--- config.mk ---
export PLATFORM = sky130hd
export DESIGN_NAME = cwl_loader
export DESIGN_NICKNAME = d
export VERILOG_FILES = /design/src/verilog/cwl_pkg.sv /design/src/verilog/cwl_cfg_byte.sv /design/src/verilog/cwl_loader.sv /design/src/verilog/cwl_sync3.sv
export SDC_FILE = /design/constraint.sdc
export NUM_CORES = 1
export LEC_CHECK = 0
export BUFFER_PORTS_ARGS = -buffer_cell sky130_fd_sc_hd__buf_2
export CAP_MARGIN = 20
export CORE_MARGIN = 10
export CORE_UTILIZATION = 30
export DETAILED_ROUTE_END_ITERATION = 10
export GPL_TIMING_DRIVEN = 0
export HOLD_SLACK_MARGIN = 0.02
export PLACE_DENSITY = 0.62
export SLEW_MARGIN = 20
export SYNTH_ARGS = -nofsm -noshare
export SYNTH_HDL_FRONTEND = slang
export SYNTH_SLANG_ARGS = --single-unit
--- constraint.sdc ---
create_clock -name clk -period 2.25 [get_ports clk]
set_input_delay 0.225 -clock clk [delete_from_list [all_inputs] [get_ports clk]]
set_output_delay 0.225 -clock clk [all_outputs]
set_load 0.03 [all_outputs]
--- src/verilog/cwl_pkg.sv ---
// Constants for the configuration word loader
package cwl_pkg;
  localparam int CWL_ADDR_W = 24;
  localparam int CWL_DATA_W = 16;
  localparam int CWL_LOC_N = 5;
  // Flash configuration word addresses, largest and smallest memory
  localparam logic [23:0] CWL_WORD1_ADDR_LARGE = 24'h0157fe;
  localparam logic [23:0] CWL_WORD2_ADDR_LARGE = 24'h0157fc;
  localparam logic [23:0] CWL_WORD1_ADDR_SMALL = 24'h00abfe;
  localparam logic [23:0] CWL_WORD2_ADDR_SMALL = 24'h00abfc;
  // Configuration space
  localparam logic [23:0] CWL_CFG_SPACE_BASE = 24'h800000;
  localparam logic [23:0] CWL_CFG_BASE = 24'hf80000;
  localparam logic [23:0] CWL_CFG_STRIDE = 24'h000002;
  localparam logic [23:0] CWL_REV_ADDR = 24'hff0000;
  localparam int CWL_CFG_SPACE_BIT = 23;
  // Unprogrammed value of a configuration byte
  localparam logic [7:0] CWL_CFG_RESET = 8'hff;
  // Word 2 low byte field positions
  localparam int CWL_POSC_MODE_LSB = 0;
  localparam int CWL_PIN_FUNC_BIT = 5;
  localparam logic [7:0] CWL_W2_UNIMPL_MASK = 8'h1c;
  localparam logic [1:0] CWL_MODE_HS = 2'b10;
  localparam logic [1:0] CWL_MODE_XT = 2'b01;
  // Revision register layout
  localparam int CWL_REV_MAJOR_LSB = 6;
  localparam int CWL_REV_MINOR_LSB = 0;
  localparam logic [3:0] CWL_REV_RESERVED = 4'b0011;
  localparam int CWL_REV_RESERVED_LSB = 12;
  typedef enum logic [2:0] {
    CWL_ST_REQ1,
    CWL_ST_REQ2,
    CWL_ST_UNPACK,
    CWL_ST_DONE
  } cwl_state_type;
endpackage

--- src/verilog/cwl_cfg_byte.sv ---
// One volatile configuration location
`timescale 1ns/1ps
`default_nettype none
module cwl_cfg_byte #(
  parameter logic [7:0] RESET_VAL = 8'hff
) (
  input wire logic clk, // System clock
  input wire logic srst, // Synchronous reset
  input wire logic load, // Loader writes this location
  input wire logic [7:0] load_data, // Unpacked flash byte
  input wire logic wr, // Table write to this location
  input wire logic [7:0] wr_data, // Table write data
  output logic [7:0] q // Current configuration byte
);
  always_ff @(posedge clk) begin
    if (srst) begin
      q <= RESET_VAL;
    end else if (load) begin
      q <= load_data;
    end else if (wr) begin
      q <= wr_data;
    end
  end
endmodule
`default_nettype wire

--- src/verilog/cwl_loader.sv ---
// Configuration word loader with table access and oscillator pin control
// Operation
// - A programmed configuration bit reads 0 and an unprogrammed bit reads 1.
// - Configuration bits sit from F80000h in the 800000h-FFFFFFh space, reached only by table access.
// - Configuration is volatile and reloads from the flash words on every kind of device reset.
// - The two source words are fetched from the two highest program memory words.
// - The two packed flash words are unpacked into five configuration locations.
// - The upper byte carries no configuration, so its value never alters behaviour.
// - With oscillator mode 10 or 01 the pin function select is ignored and the pin serves the oscillator.
// - Otherwise a cleared pin function select turns the oscillator pin into a port pin.
// - The revision register shows the major revision in bits 8-6, read only.
// - The revision register shows the minor revision in bits 2-0, read only.
// - Revision register bits 15-12 always read 0011.
// - Revision register bits 11-9 and other unimplemented bits read zero.
`timescale 1ns/1ps
`default_nettype none
module cwl_loader
  import cwl_pkg::*;
#(
  parameter bit LARGE_MEM = 1'b1,
  // Arbitrary revision values
  parameter logic [2:0] MAJOR_REV = 3'h1,
  parameter logic [2:0] MINOR_REV = 3'h2
) (
  input wire logic clk, // System clock, 25 MHz
  input wire logic srst, // Synchronous reset, active high
  input wire logic dev_reset_req, // Any other device reset source, pulse
  output logic flash_rd_req, // Flash read request, level
  output logic [cwl_pkg::CWL_ADDR_W-1:0] flash_rd_addr, // Flash word address
  input wire logic flash_rd_valid, // Flash read data valid, pulse
  input wire logic [23:0] flash_rd_data, // Flash word data
  output logic cpu_reset_hold, // Holds processor in reset
  input wire logic tbl_rd_en, // Table read strobe
  input wire logic tbl_wr_en, // Table write strobe
  input wire logic [cwl_pkg::CWL_ADDR_W-1:0] tbl_addr, // Table address
  input wire logic [cwl_pkg::CWL_DATA_W-1:0] tbl_wdata, // Table write data
  output logic [cwl_pkg::CWL_DATA_W-1:0] tbl_rdata, // Table read data
  output logic tbl_ack, // Table access done, pulse
  output logic [1:0] primary_osc_mode, // Primary oscillator mode
  output logic osc_pin_function_select, // Clock-pin function select
  output logic osc_pin_osc_sel, // Pin given to the oscillator
  input wire logic clk_out_level, // System clock output level
  input wire logic shared_port_bit_lat, // Port latch for the pin
  input wire logic shared_port_bit_tris, // Port direction, 1 input
  input wire logic osc_output_pin_in, // Pin level from the pad
  output logic osc_output_pin_out, // Pin drive value
  output logic osc_output_pin_oe, // Pin drive enable
  output logic shared_port_bit_rd // Synchronised pin level
);
  import cwl_pkg::*;

  cwl_state_type state;
  cwl_state_type next_state;
  logic [23:0] word1;
  logic [23:0] word2;
  logic [7:0] cfg_q [CWL_LOC_N];
  logic [7:0] unpack [CWL_LOC_N];
  logic [CWL_LOC_N-1:0] loc_hit;
  logic [15:0] rev_value;
  logic load_now;
  logic in_cfg_space;
  logic rev_hit;
  logic [15:0] next_rdata;
  logic [23:0] word1_addr;
  logic [23:0] word2_addr;
  logic reset_any;
  logic [7:0] w2_low;
  logic pin_sync;
  logic mode_osc;

  // Flash word addresses for this memory size
  // highest program words
  assign word1_addr = LARGE_MEM ? CWL_WORD1_ADDR_LARGE : CWL_WORD1_ADDR_SMALL;
  assign word2_addr = LARGE_MEM ? CWL_WORD2_ADDR_LARGE : CWL_WORD2_ADDR_SMALL;
  assign flash_rd_req = (state == CWL_ST_REQ1) || (state == CWL_ST_REQ2);
  assign flash_rd_addr = (state == CWL_ST_REQ2) ? word2_addr : word1_addr;

  assign reset_any = srst || dev_reset_req;

  always_comb begin
    next_state = state;
    case (state)
      CWL_ST_REQ1: begin
        if (flash_rd_valid) begin
          next_state = CWL_ST_REQ2;
        end
      end
      CWL_ST_REQ2: begin
        if (flash_rd_valid) begin
          next_state = CWL_ST_UNPACK;
        end
      end
      CWL_ST_UNPACK: begin
        next_state = CWL_ST_DONE;
      end
      CWL_ST_DONE: begin
        next_state = CWL_ST_DONE;
      end
      default: begin
        next_state = CWL_ST_REQ1;
      end
    endcase
  end

  always_ff @(posedge clk) begin
    if (reset_any) begin
      state <= CWL_ST_REQ1;
    end else begin
      state <= next_state;
    end
  end

  always_ff @(posedge clk) begin
    if (srst) begin
      word1 <= {8'hff, CWL_CFG_RESET, CWL_CFG_RESET};
      word2 <= {8'hff, CWL_CFG_RESET, CWL_CFG_RESET};
    end else if (flash_rd_valid && state == CWL_ST_REQ1) begin
      word1 <= flash_rd_data;
    end else if (flash_rd_valid && state == CWL_ST_REQ2) begin
      word2 <= flash_rd_data;
    end
  end

  assign cpu_reset_hold = (state != CWL_ST_DONE);
  assign load_now = (state == CWL_ST_UNPACK);

  // bits 23-16 never reach a location
  // flash bit values pass through unchanged, except word 2 bits 4-2, which are forced to 1
  assign w2_low = word2[7:0] | CWL_W2_UNIMPL_MASK;
  assign unpack[0] = word1[7:0];
  assign unpack[1] = word1[15:8];
  assign unpack[2] = w2_low;
  assign unpack[3] = word2[15:8];
  assign unpack[4] = {6'h3f, word2[1:0]};

  assign in_cfg_space = tbl_addr[CWL_CFG_SPACE_BIT];
  assign rev_hit = in_cfg_space && (tbl_addr == CWL_REV_ADDR);

  genvar gi;
  generate
    for (gi = 0; gi < CWL_LOC_N; gi++) begin : g_loc
      assign loc_hit[gi] = in_cfg_space &&
        (tbl_addr == CWL_CFG_BASE + CWL_CFG_STRIDE * 24'(gi));
      cwl_cfg_byte #(
        .RESET_VAL(CWL_CFG_RESET)
      ) u_byte (
        .clk(clk),
        .srst(srst),
        .load(load_now),
        .load_data(unpack[gi]),
        .wr(tbl_wr_en && loc_hit[gi]),
        .wr_data(tbl_wdata[7:0]),
        .q(cfg_q[gi])
      );
    end
  endgenerate

  assign rev_value = {CWL_REV_RESERVED, 3'h0, MAJOR_REV, 3'h0, MINOR_REV};

  always_comb begin
    next_rdata = 16'h0000;
    if (rev_hit) begin
      next_rdata = rev_value;
    end
    for (int i = 0; i < CWL_LOC_N; i++) begin
      if (loc_hit[i]) begin
        next_rdata = {8'h00, cfg_q[i]};
      end
    end
  end

  always_ff @(posedge clk) begin
    if (srst) begin
      tbl_rdata <= 16'h0000;
      tbl_ack <= 1'b0;
    end else begin
      tbl_ack <= tbl_rd_en || tbl_wr_en;
      if (tbl_rd_en) begin
        tbl_rdata <= next_rdata;
      end
    end
  end

  // Oscillator pin control from location 4 and location 2
  assign primary_osc_mode = cfg_q[4][CWL_POSC_MODE_LSB +: 2];
  assign osc_pin_function_select = cfg_q[2][CWL_PIN_FUNC_BIT];
  assign mode_osc = (primary_osc_mode == CWL_MODE_HS) || (primary_osc_mode == CWL_MODE_XT);
  assign osc_pin_osc_sel = mode_osc;

  cwl_sync3 u_pin_sync (
    .clk(clk),
    .srst(srst),
    .async_in(osc_output_pin_in),
    .sync_out(pin_sync)
  );
  assign shared_port_bit_rd = pin_sync;

  always_ff @(posedge clk) begin
    if (srst) begin
      osc_output_pin_out <= 1'b0;
      osc_output_pin_oe <= 1'b0;
    end else if (mode_osc) begin
      osc_output_pin_out <= 1'b0;
      osc_output_pin_oe <= 1'b0;
    end else if (osc_pin_function_select) begin
      osc_output_pin_out <= clk_out_level;
      osc_output_pin_oe <= 1'b1;
    end else begin
      osc_output_pin_out <= shared_port_bit_lat;
      osc_output_pin_oe <= !shared_port_bit_tris;
    end
  end

  // Checks
  hold_until_done_a: assert property (
    @(posedge clk) disable iff (reset_any)
    (state == CWL_ST_UNPACK) |=> !cpu_reset_hold ##0 $past(cpu_reset_hold))
    else $error("processor released at the wrong time");

  reload_on_reset_a: assert property (
    @(posedge clk) dev_reset_req |=> cpu_reset_hold && state == CWL_ST_REQ1)
    else $error("device reset did not restart the reload");

  fetch_order_a: assert property (
    @(posedge clk) disable iff (reset_any)
    (flash_rd_req && state == CWL_ST_REQ1 && flash_rd_valid)
      |=> flash_rd_req && flash_rd_addr == word2_addr)
    else $error("second word not fetched after the first");

  unpack_word_a: assert property (
    @(posedge clk) disable iff (reset_any)
    load_now |=> cfg_q[0] == word1[7:0] && cfg_q[3] == word2[15:8])
    else $error("flash words not unpacked");

  erased_reads_one_a: assert property (
    @(posedge clk) disable iff (reset_any)
    (load_now && word1[7:0] == 8'hff) |=> cfg_q[0] == 8'hff)
    else $error("unprogrammed bits not read as one");

  upper_ignored_a: assert property (
    @(posedge clk) disable iff (reset_any)
    load_now |=> cfg_q[4][7:2] == 6'h3f && cfg_q[2][4:2] == 3'h7)
    else $error("unused bits not held at one");

  space_decode_a: assert property (
    @(posedge clk) disable iff (srst)
    (tbl_rd_en && !in_cfg_space) |=> tbl_rdata == 16'h0000 && tbl_ack)
    else $error("table read outside configuration space returned data");

  rev_fields_a: assert property (
    @(posedge clk) disable iff (srst)
    (tbl_rd_en && rev_hit) |=> tbl_rdata[8:6] == MAJOR_REV && tbl_rdata[2:0] == MINOR_REV)
    else $error("revision fields wrong");

  rev_reserved_a: assert property (
    @(posedge clk) disable iff (srst)
    (tbl_rd_en && rev_hit) |=> tbl_rdata[15:12] == 4'b0011)
    else $error("revision reserved bits wrong");

  rev_unimpl_a: assert property (
    @(posedge clk) disable iff (srst)
    (tbl_rd_en && rev_hit) |=> tbl_rdata[11:9] == 3'h0 && tbl_rdata[5:3] == 3'h0)
    else $error("revision unimplemented bits not zero");

  osc_owns_pin_a: assert property (
    @(posedge clk) disable iff (srst)
    mode_osc ##1 mode_osc |-> !osc_output_pin_oe)
    else $error("pin driven in crystal mode");

  port_pin_a: assert property (
    @(posedge clk) disable iff (srst)
    (!mode_osc && !osc_pin_function_select)
      |=> osc_output_pin_oe == !$past(shared_port_bit_tris))
    else $error("port direction not applied to the pin");

  pin_clock_out_a: assert property (
    @(posedge clk) disable iff (srst)
    (!mode_osc && osc_pin_function_select)
      |=> osc_output_pin_oe && osc_output_pin_out == $past(clk_out_level))
    else $error("clock output not driven on the pin");

  hold_during_fetch_a: assert property (
    @(posedge clk) disable iff (srst)
    flash_rd_req |-> cpu_reset_hold)
    else $error("processor released while fetching");

  first_fetch_a: assert property (
    @(posedge clk) disable iff (srst)
    dev_reset_req |=> flash_rd_req && flash_rd_addr == word1_addr)
    else $error("reload did not start with the first word");

  ack_follows_strobe_a: assert property (
    @(posedge clk) disable iff (srst)
    (tbl_rd_en || tbl_wr_en) |=> tbl_ack)
    else $error("table access not acknowledged");

  table_write_a: assert property (
    @(posedge clk) disable iff (srst)
    (tbl_wr_en && loc_hit[0] && !load_now) |=> cfg_q[0] == $past(tbl_wdata[7:0]))
    else $error("table write did not reach the location");
endmodule
`default_nettype wire

--- src/verilog/cwl_sync3.sv ---
// Three-stage input synchroniser with agreement filter
`timescale 1ns/1ps
`default_nettype none
module cwl_sync3 (
  input wire logic clk, // System clock
  input wire logic srst, // Synchronous reset
  input wire logic async_in, // Input from outside the clock domain
  output logic sync_out // Filtered level
);
  logic s1;
  logic s2;
  logic s3;
  always_ff @(posedge clk) begin
    if (srst) begin
      s1 <= 1'b0;
      s2 <= 1'b0;
      s3 <= 1'b0;
      sync_out <= 1'b0;
    end else begin
      s1 <= async_in;
      s2 <= s1;
      s3 <= s2;
      if (s2 == s3) begin
        sync_out <= s3;
      end
    end
  end
endmodule
`default_nettype wire
After elaboration in Yosys (flattened, before gate mapping)
Index checks and enable logic that the tools add are counted.

storage, ports and cells
  output and inout bits = 50
  bits of input ports = 74
  flip-flop bits (word level) = 98

operators by class
  bitwise gates (word level) = 1
  multiplexer cells = 22
  reduce and logical (&&, ||, !) cells = 29
  equal/unequal tests = 15

operator list
  operator              count
  $eq 24x24->1 const B  6
  $mux 16               5
  $mux 8                8
  $mux 14               1
  $logic_and 1x1->1     13
  $reduce_bool 2->1     5
  $pmux 3 s3            1
  $eq 3x2->1 const B    2
  $mux 2                3
  $mux 3                2
  $reduce_or 2->1       3
  $logic_or 1x1->1      4
  $ne 2x2->1 const B    2
  $reduce_and 2->1      2
  $eq 3x1->1 const B    1
  $logic_not 3->1       1
  $ne 3x2->1 const B    1
  $eq 2x1->1 const B    1
  $eq 2x2->1 const B    1
  $mux 1                2
  $eq 1x1->1            1
  $logic_not 1->1       1
  $not 1->1             1

Logic depth before layout (Yosys ltp)
  depth in word-level cells = 8
  gate-level depth with buffers = 7
  mapped depth without buffers = 5

Modules after synthesis
Synthesis repeated with hierarchy kept, for this count alone.

unflattened totals
  cells, all modules = 483
  area total of the unflattened synthesis = 4350.4 um^2

modules (own cells, without submodules)
  module        area an instance (um^2)  sequential area each (um^2)  cells each  instances
  cwl_loader    2392.3                   860.8                        298         1
  cwl_cfg_byte  369.1                    160.2                        35          5
  cwl_sync3     112.6                    80.1                         10          1

Worst setup path after synthesis
OpenSTA, ideal clock, no wires.

  kind = in2reg
  from = in tbl_addr[5] in the netlist's numbering
  to = reg g_loc[1].u_byte.q[0]
  path buffers = 0
  stages on the path = 5
  library setup time = 0.133 ns
  path slack = 0.323 ns
  required time = 2.117 ns
  data arrival time = 1.795 ns
  cell sequence = or4_1 nor3_4 nand4_2 mux2i_1 a21oi_1

between the ends
  longest elaborated chain between the ends = 4

ends and longest elaborated chain
  item                                line                text
  start: declaration                  cwl_loader.sv:35    input wire logic [cwl_pkg::CWL_ADDR_W-1:0] tbl_addr,
  $eq 24x24->1                        cwl_loader.sv:143   (tbl_addr == CWL_CFG_BASE + CWL_CFG_STRIDE * 24'(gi));
  $logic_and 1x1->1                   cwl_loader.sv:142   assign loc_hit[gi] = in_cfg_space &&
  $logic_and 1x1->1                   cwl_loader.sv:151   .wr(tbl_wr_en && loc_hit[gi]),
  $reduce_bool 2->1 (no source line)  -
  end signal: assignment              cwl_cfg_byte.sv:19  q <= load_data;
  end signal: assignment              cwl_cfg_byte.sv:21  q <= wr_data;
  end: declaration                    cwl_cfg_byte.sv:13  output logic [7:0] q

No other way between the ends.
A chain may end at the register's enable or synchronous reset.

Final worst setup path
  from = in tbl_addr[5] in the netlist's numbering
  to = reg g_loc[0].u_byte.q[0]

between the ends
  longest elaborated chain between the ends = 4

ends and longest elaborated chain
  item                                line
  $eq 24x24->1                        cwl_loader.sv:143
  $logic_and 1x1->1                   cwl_loader.sv:142
  $logic_and 1x1->1                   cwl_loader.sv:151
  $reduce_bool 2->1 (no source line)  -
  end signal: assignment              cwl_cfg_byte.sv:19
  end signal: assignment              cwl_cfg_byte.sv:21
  end: declaration                    cwl_cfg_byte.sv:13

No other way between the ends.

==> impl_metrics.toml <==
[setup_path]
path_cells = "buf_2 > or4_1 > nor3_4 > nand4_2 > mux2i_1 > a21oi_1"
crit_fanout = 9
max_stage_delay_ns = 0.59
crit_path_start_kind = "input port"
r2r_start = "state[0]"
cp.arrival_ns = 2.19
worstReg2RegEnd = "word1[4]"
regToRegSetupSlack_ns = 0.38
crit_slowest_cell = "or4_1"
ff2ff_path_depth = 6
critPathKind = "in2reg"
critPathCaptureType = "flop"
worstPathRequired_ns = 2.44

[synthesis]
yosys_warnings = 0
synth_cells = 452
synth_edf_count = 0
avgSynthCellArea_sq_um = 8.99
synth_seq_cells = 87
yosysSeqAreaShare_pct = 42.8
synth_largest_area_cell = "dfxtp_1"
synth.distinct_cells = 43
synth_ff_type = "dfxtp_1"
synth_area_leaders = "dfxtp_1 (43%), mux2i_1 (12%), buf_4 (6.6%), a21oi_1 (4.3%), nor2_1 (4.2%)"
yosysTopAreaCellShare_pct = 42.8
ys_async_sr_fraction_pct = 0
syn_area_sq_um = 4070

[sta]
setup_viol = 0
grt_setup_unrepaired = "no"
max_clock_freq_mhz = 500
hold_viol_final = 0
period_needed_ns = 2.00
report.final.slew_viol_count = 0
worst_slew_pin_slew_ns = 0.684
fin_ws_ns = 0.250
fin_skew_ns = 0.00585
relSlewSlack_pct = 54.4
period_share_pct = 88.9

[hold_path]
hold_end = "state[0]"
hold-path-cell-count = 2
hold_path.startpoint = "dev_reset_req"
min_path_type = "in2reg"

[cts]
cts.repair.resized = 0
cts_hold_buf = 0
cts.sinks = 87
post_cts_buffers = 0
insertion_delay_ns = 0.33
htree_num_levels = 3
cts_tree = "yes"
cts-root-buf = "clkbuf_16"
cts.path.max_buffers = 2
cts.reportedPaths.clkPinSlew_ns = 0.06
cts_buffers = 9

[status]
status = "completed"

[drt]
wl_mm = 11.2
via_per_inst = 4.61
drt_pass1_iterations = 4
drc = 0
ant_nets = 0
dr.first_iter.drc_count = 190
num_vias = 3447
wl_per_cell_microns = 15.0

[place]
port_buffers = 77
dpl.cell_count = 732
gp_congestion = 0.810
hpwl_mm = 8.94
post-place-ws_ns = -0.0952

[cells_and_area]
multi_input_area_sq_um = 2040
fill_cells = 1374
syn2layout_area_growth_pct = 24.7
antenna_cells = 0
regArea_sq_um = 1740
drive_gt1_share_pct = 25.3
final_cells = 748
nNetsFinal = 641

[pwr]
leakagePower_nw = 2.46
vdd.ir_drop.worst_mv = 0.413
p_per_area_nw_per_um2 = 690
total_power_mw = 3.50

[grt]
antenna_found_initial = 0
grt_pass1_wl_mm = 17.8
grt.total_usage_pct = 11.9
overflow = 0
grt_pass1_vias = 3503
grt_max_degree = 16

[floorplan]
die_h_microns = 136
coreArea_sq_um = 13200
die_x_microns = 136
pin_count = 124
start_util_pct = 30.7
rows = 42
die-area_sq_um = 18600

[job]
drv_cap = 0
==> critical path: cells and delay by family <==
family	cells	cell delay [ns]
AOI/OAI and AO/OA	1	0.09
buffers and inverters	1	0.09
muxes	1	0.31
and+or+nand+nor	3	1.47
==> cell families (layout without fill, tap and decap cells) <==
kind of cell,count (synthesis),in the layout,synth area share (%)
simple gates,168,168,21.4
flops,87,87,42.8
compound gates,82,82,14.1
buf+inv,64,157,9.51
mux,47,47,11.6
other cells,2,29,0.185
xor+xnor,2,2,0.431
==> metrics by stage <==
| stage | utilization (%) | instance area [sq um] | TNS, ns | hold WS [ns] |
|---|---|---|---|---|
| final | 38.3 | 5070 | 0 | 0.0566 |
| after CTS | 38.3 | 5070 | 0 | 0.0494 |
| after floorplan | - | 4170 | 0 | 0.298 |
| after global routing | 38.3 | 5070 | 0 | 0.0555 |
| after global placement | 36.0 | 4770 | -1.04 | 0.404 |
| after detailed placement | 36.0 | 4770 | -1.78 | 0.406 |
==> area by class of cell <==
cell class	count	area share [%]
plain buffers	60	7.33
clock buffers	10	4.52
clock inverters	6	1.33
inverters	4	0.296
multi-input cells	328	40.2
flip-flops and latches	87	34.4
well taps	176	4.34
repair buffers	77	7.60
==> layer usage <==
metal / part of all wire [%] / global-route usage [%] / vias to the layer above / wire length (microns)
li1: - / - / 1764 / -
met1: 45 / 13.9 / 1574 / 5000
met2: 45 / 20.0 / 98 / 5070
met3: 9.2 / 4.50 / 11 / 1030
met4: 1.0 / 3.37 / 0 / 112
met5: 0 / 0 / - / 0
==> how the worst max path moves through the flow <==
stage / slack, ns / startpoint / endpoint
final: 0.25 / tbl_addr[5] / g_loc[0].u_byte.q[0]
after global routing: 0.12 / tbl_addr[5] / g_loc[0].u_byte.q[5]
after global placement: -0.07 / tbl_addr[5] / g_loc[2].u_byte.q[7]
after detailed placement: -0.1 / tbl_addr[5] / g_loc[0].u_byte.q[0]
after floorplan: 0.32 / tbl_addr[5] / g_loc[1].u_byte.q[0]
after CTS: 0.25 / tbl_addr[5] / g_loc[0].u_byte.q[0]
==> Yosys cell counts (3+ instances only) <==
library cell / instances
buf_1: 3
a21oi_1: 35
a22oi_2: 5
and3_1: 6
inv_1: 4
nor2b_1: 21
mux2i_1: 47
nand3_1: 18
nand2_1: 41
clkbuf_1: 17
a211oi_1: 8
nor2_1: 46
a211o_1: 16
nand4_2: 4
buf_2: 3
nor3_1: 5
buf_4: 36
dfxtp_1: 87
nand3b_1: 13
o22ai_1: 8
==> power breakdown <==
part	switching [mW]	internal, mW	total [mW]
logic	0.254	0.158	0.412
registers	0.0254	1.59	1.62
clock network	0.606	0.866	1.47
==> placed cells by master (no fill, tap or decap), types with 2 or more instances in the layout <==
cell type   count
a211o_1        16
a211oi_1        8
a21oi_1        35
a22o_2          2
a22oi_2         5
and2_1          2
and3_1          6
buf_1           3
buf_2          80
buf_4          36
clkbuf_1       18
clkbuf_16       9
clkinvlp_4      2
conb_1         29
dfxtp_1        87
inv_1           4
inv_6           2
mux2i_1        47
nand2_1        41
nand3_1        18
nand3b_1       13
nand4_2         4
nor2_1         46
nor2b_1        21
nor3_1          5
nor4_1          2
o22ai_1         8
o32ai_1         2
or4_1           2
==> state kept, by name, indices dropped and copies added, names as in the netlist <==
name                 count
tbl_rdata                9
osc_output_pin_oe        1
word2                   13
u_pin_sync.s2            1
u_pin_sync.sync_out      1
g_loc.u_byte.q          40
word1                   16
tbl_ack                  1
state                    2
osc_output_pin_out       1
u_pin_sync.s1            1
u_pin_sync.s3            1
(Power assumes the default switching activity.)
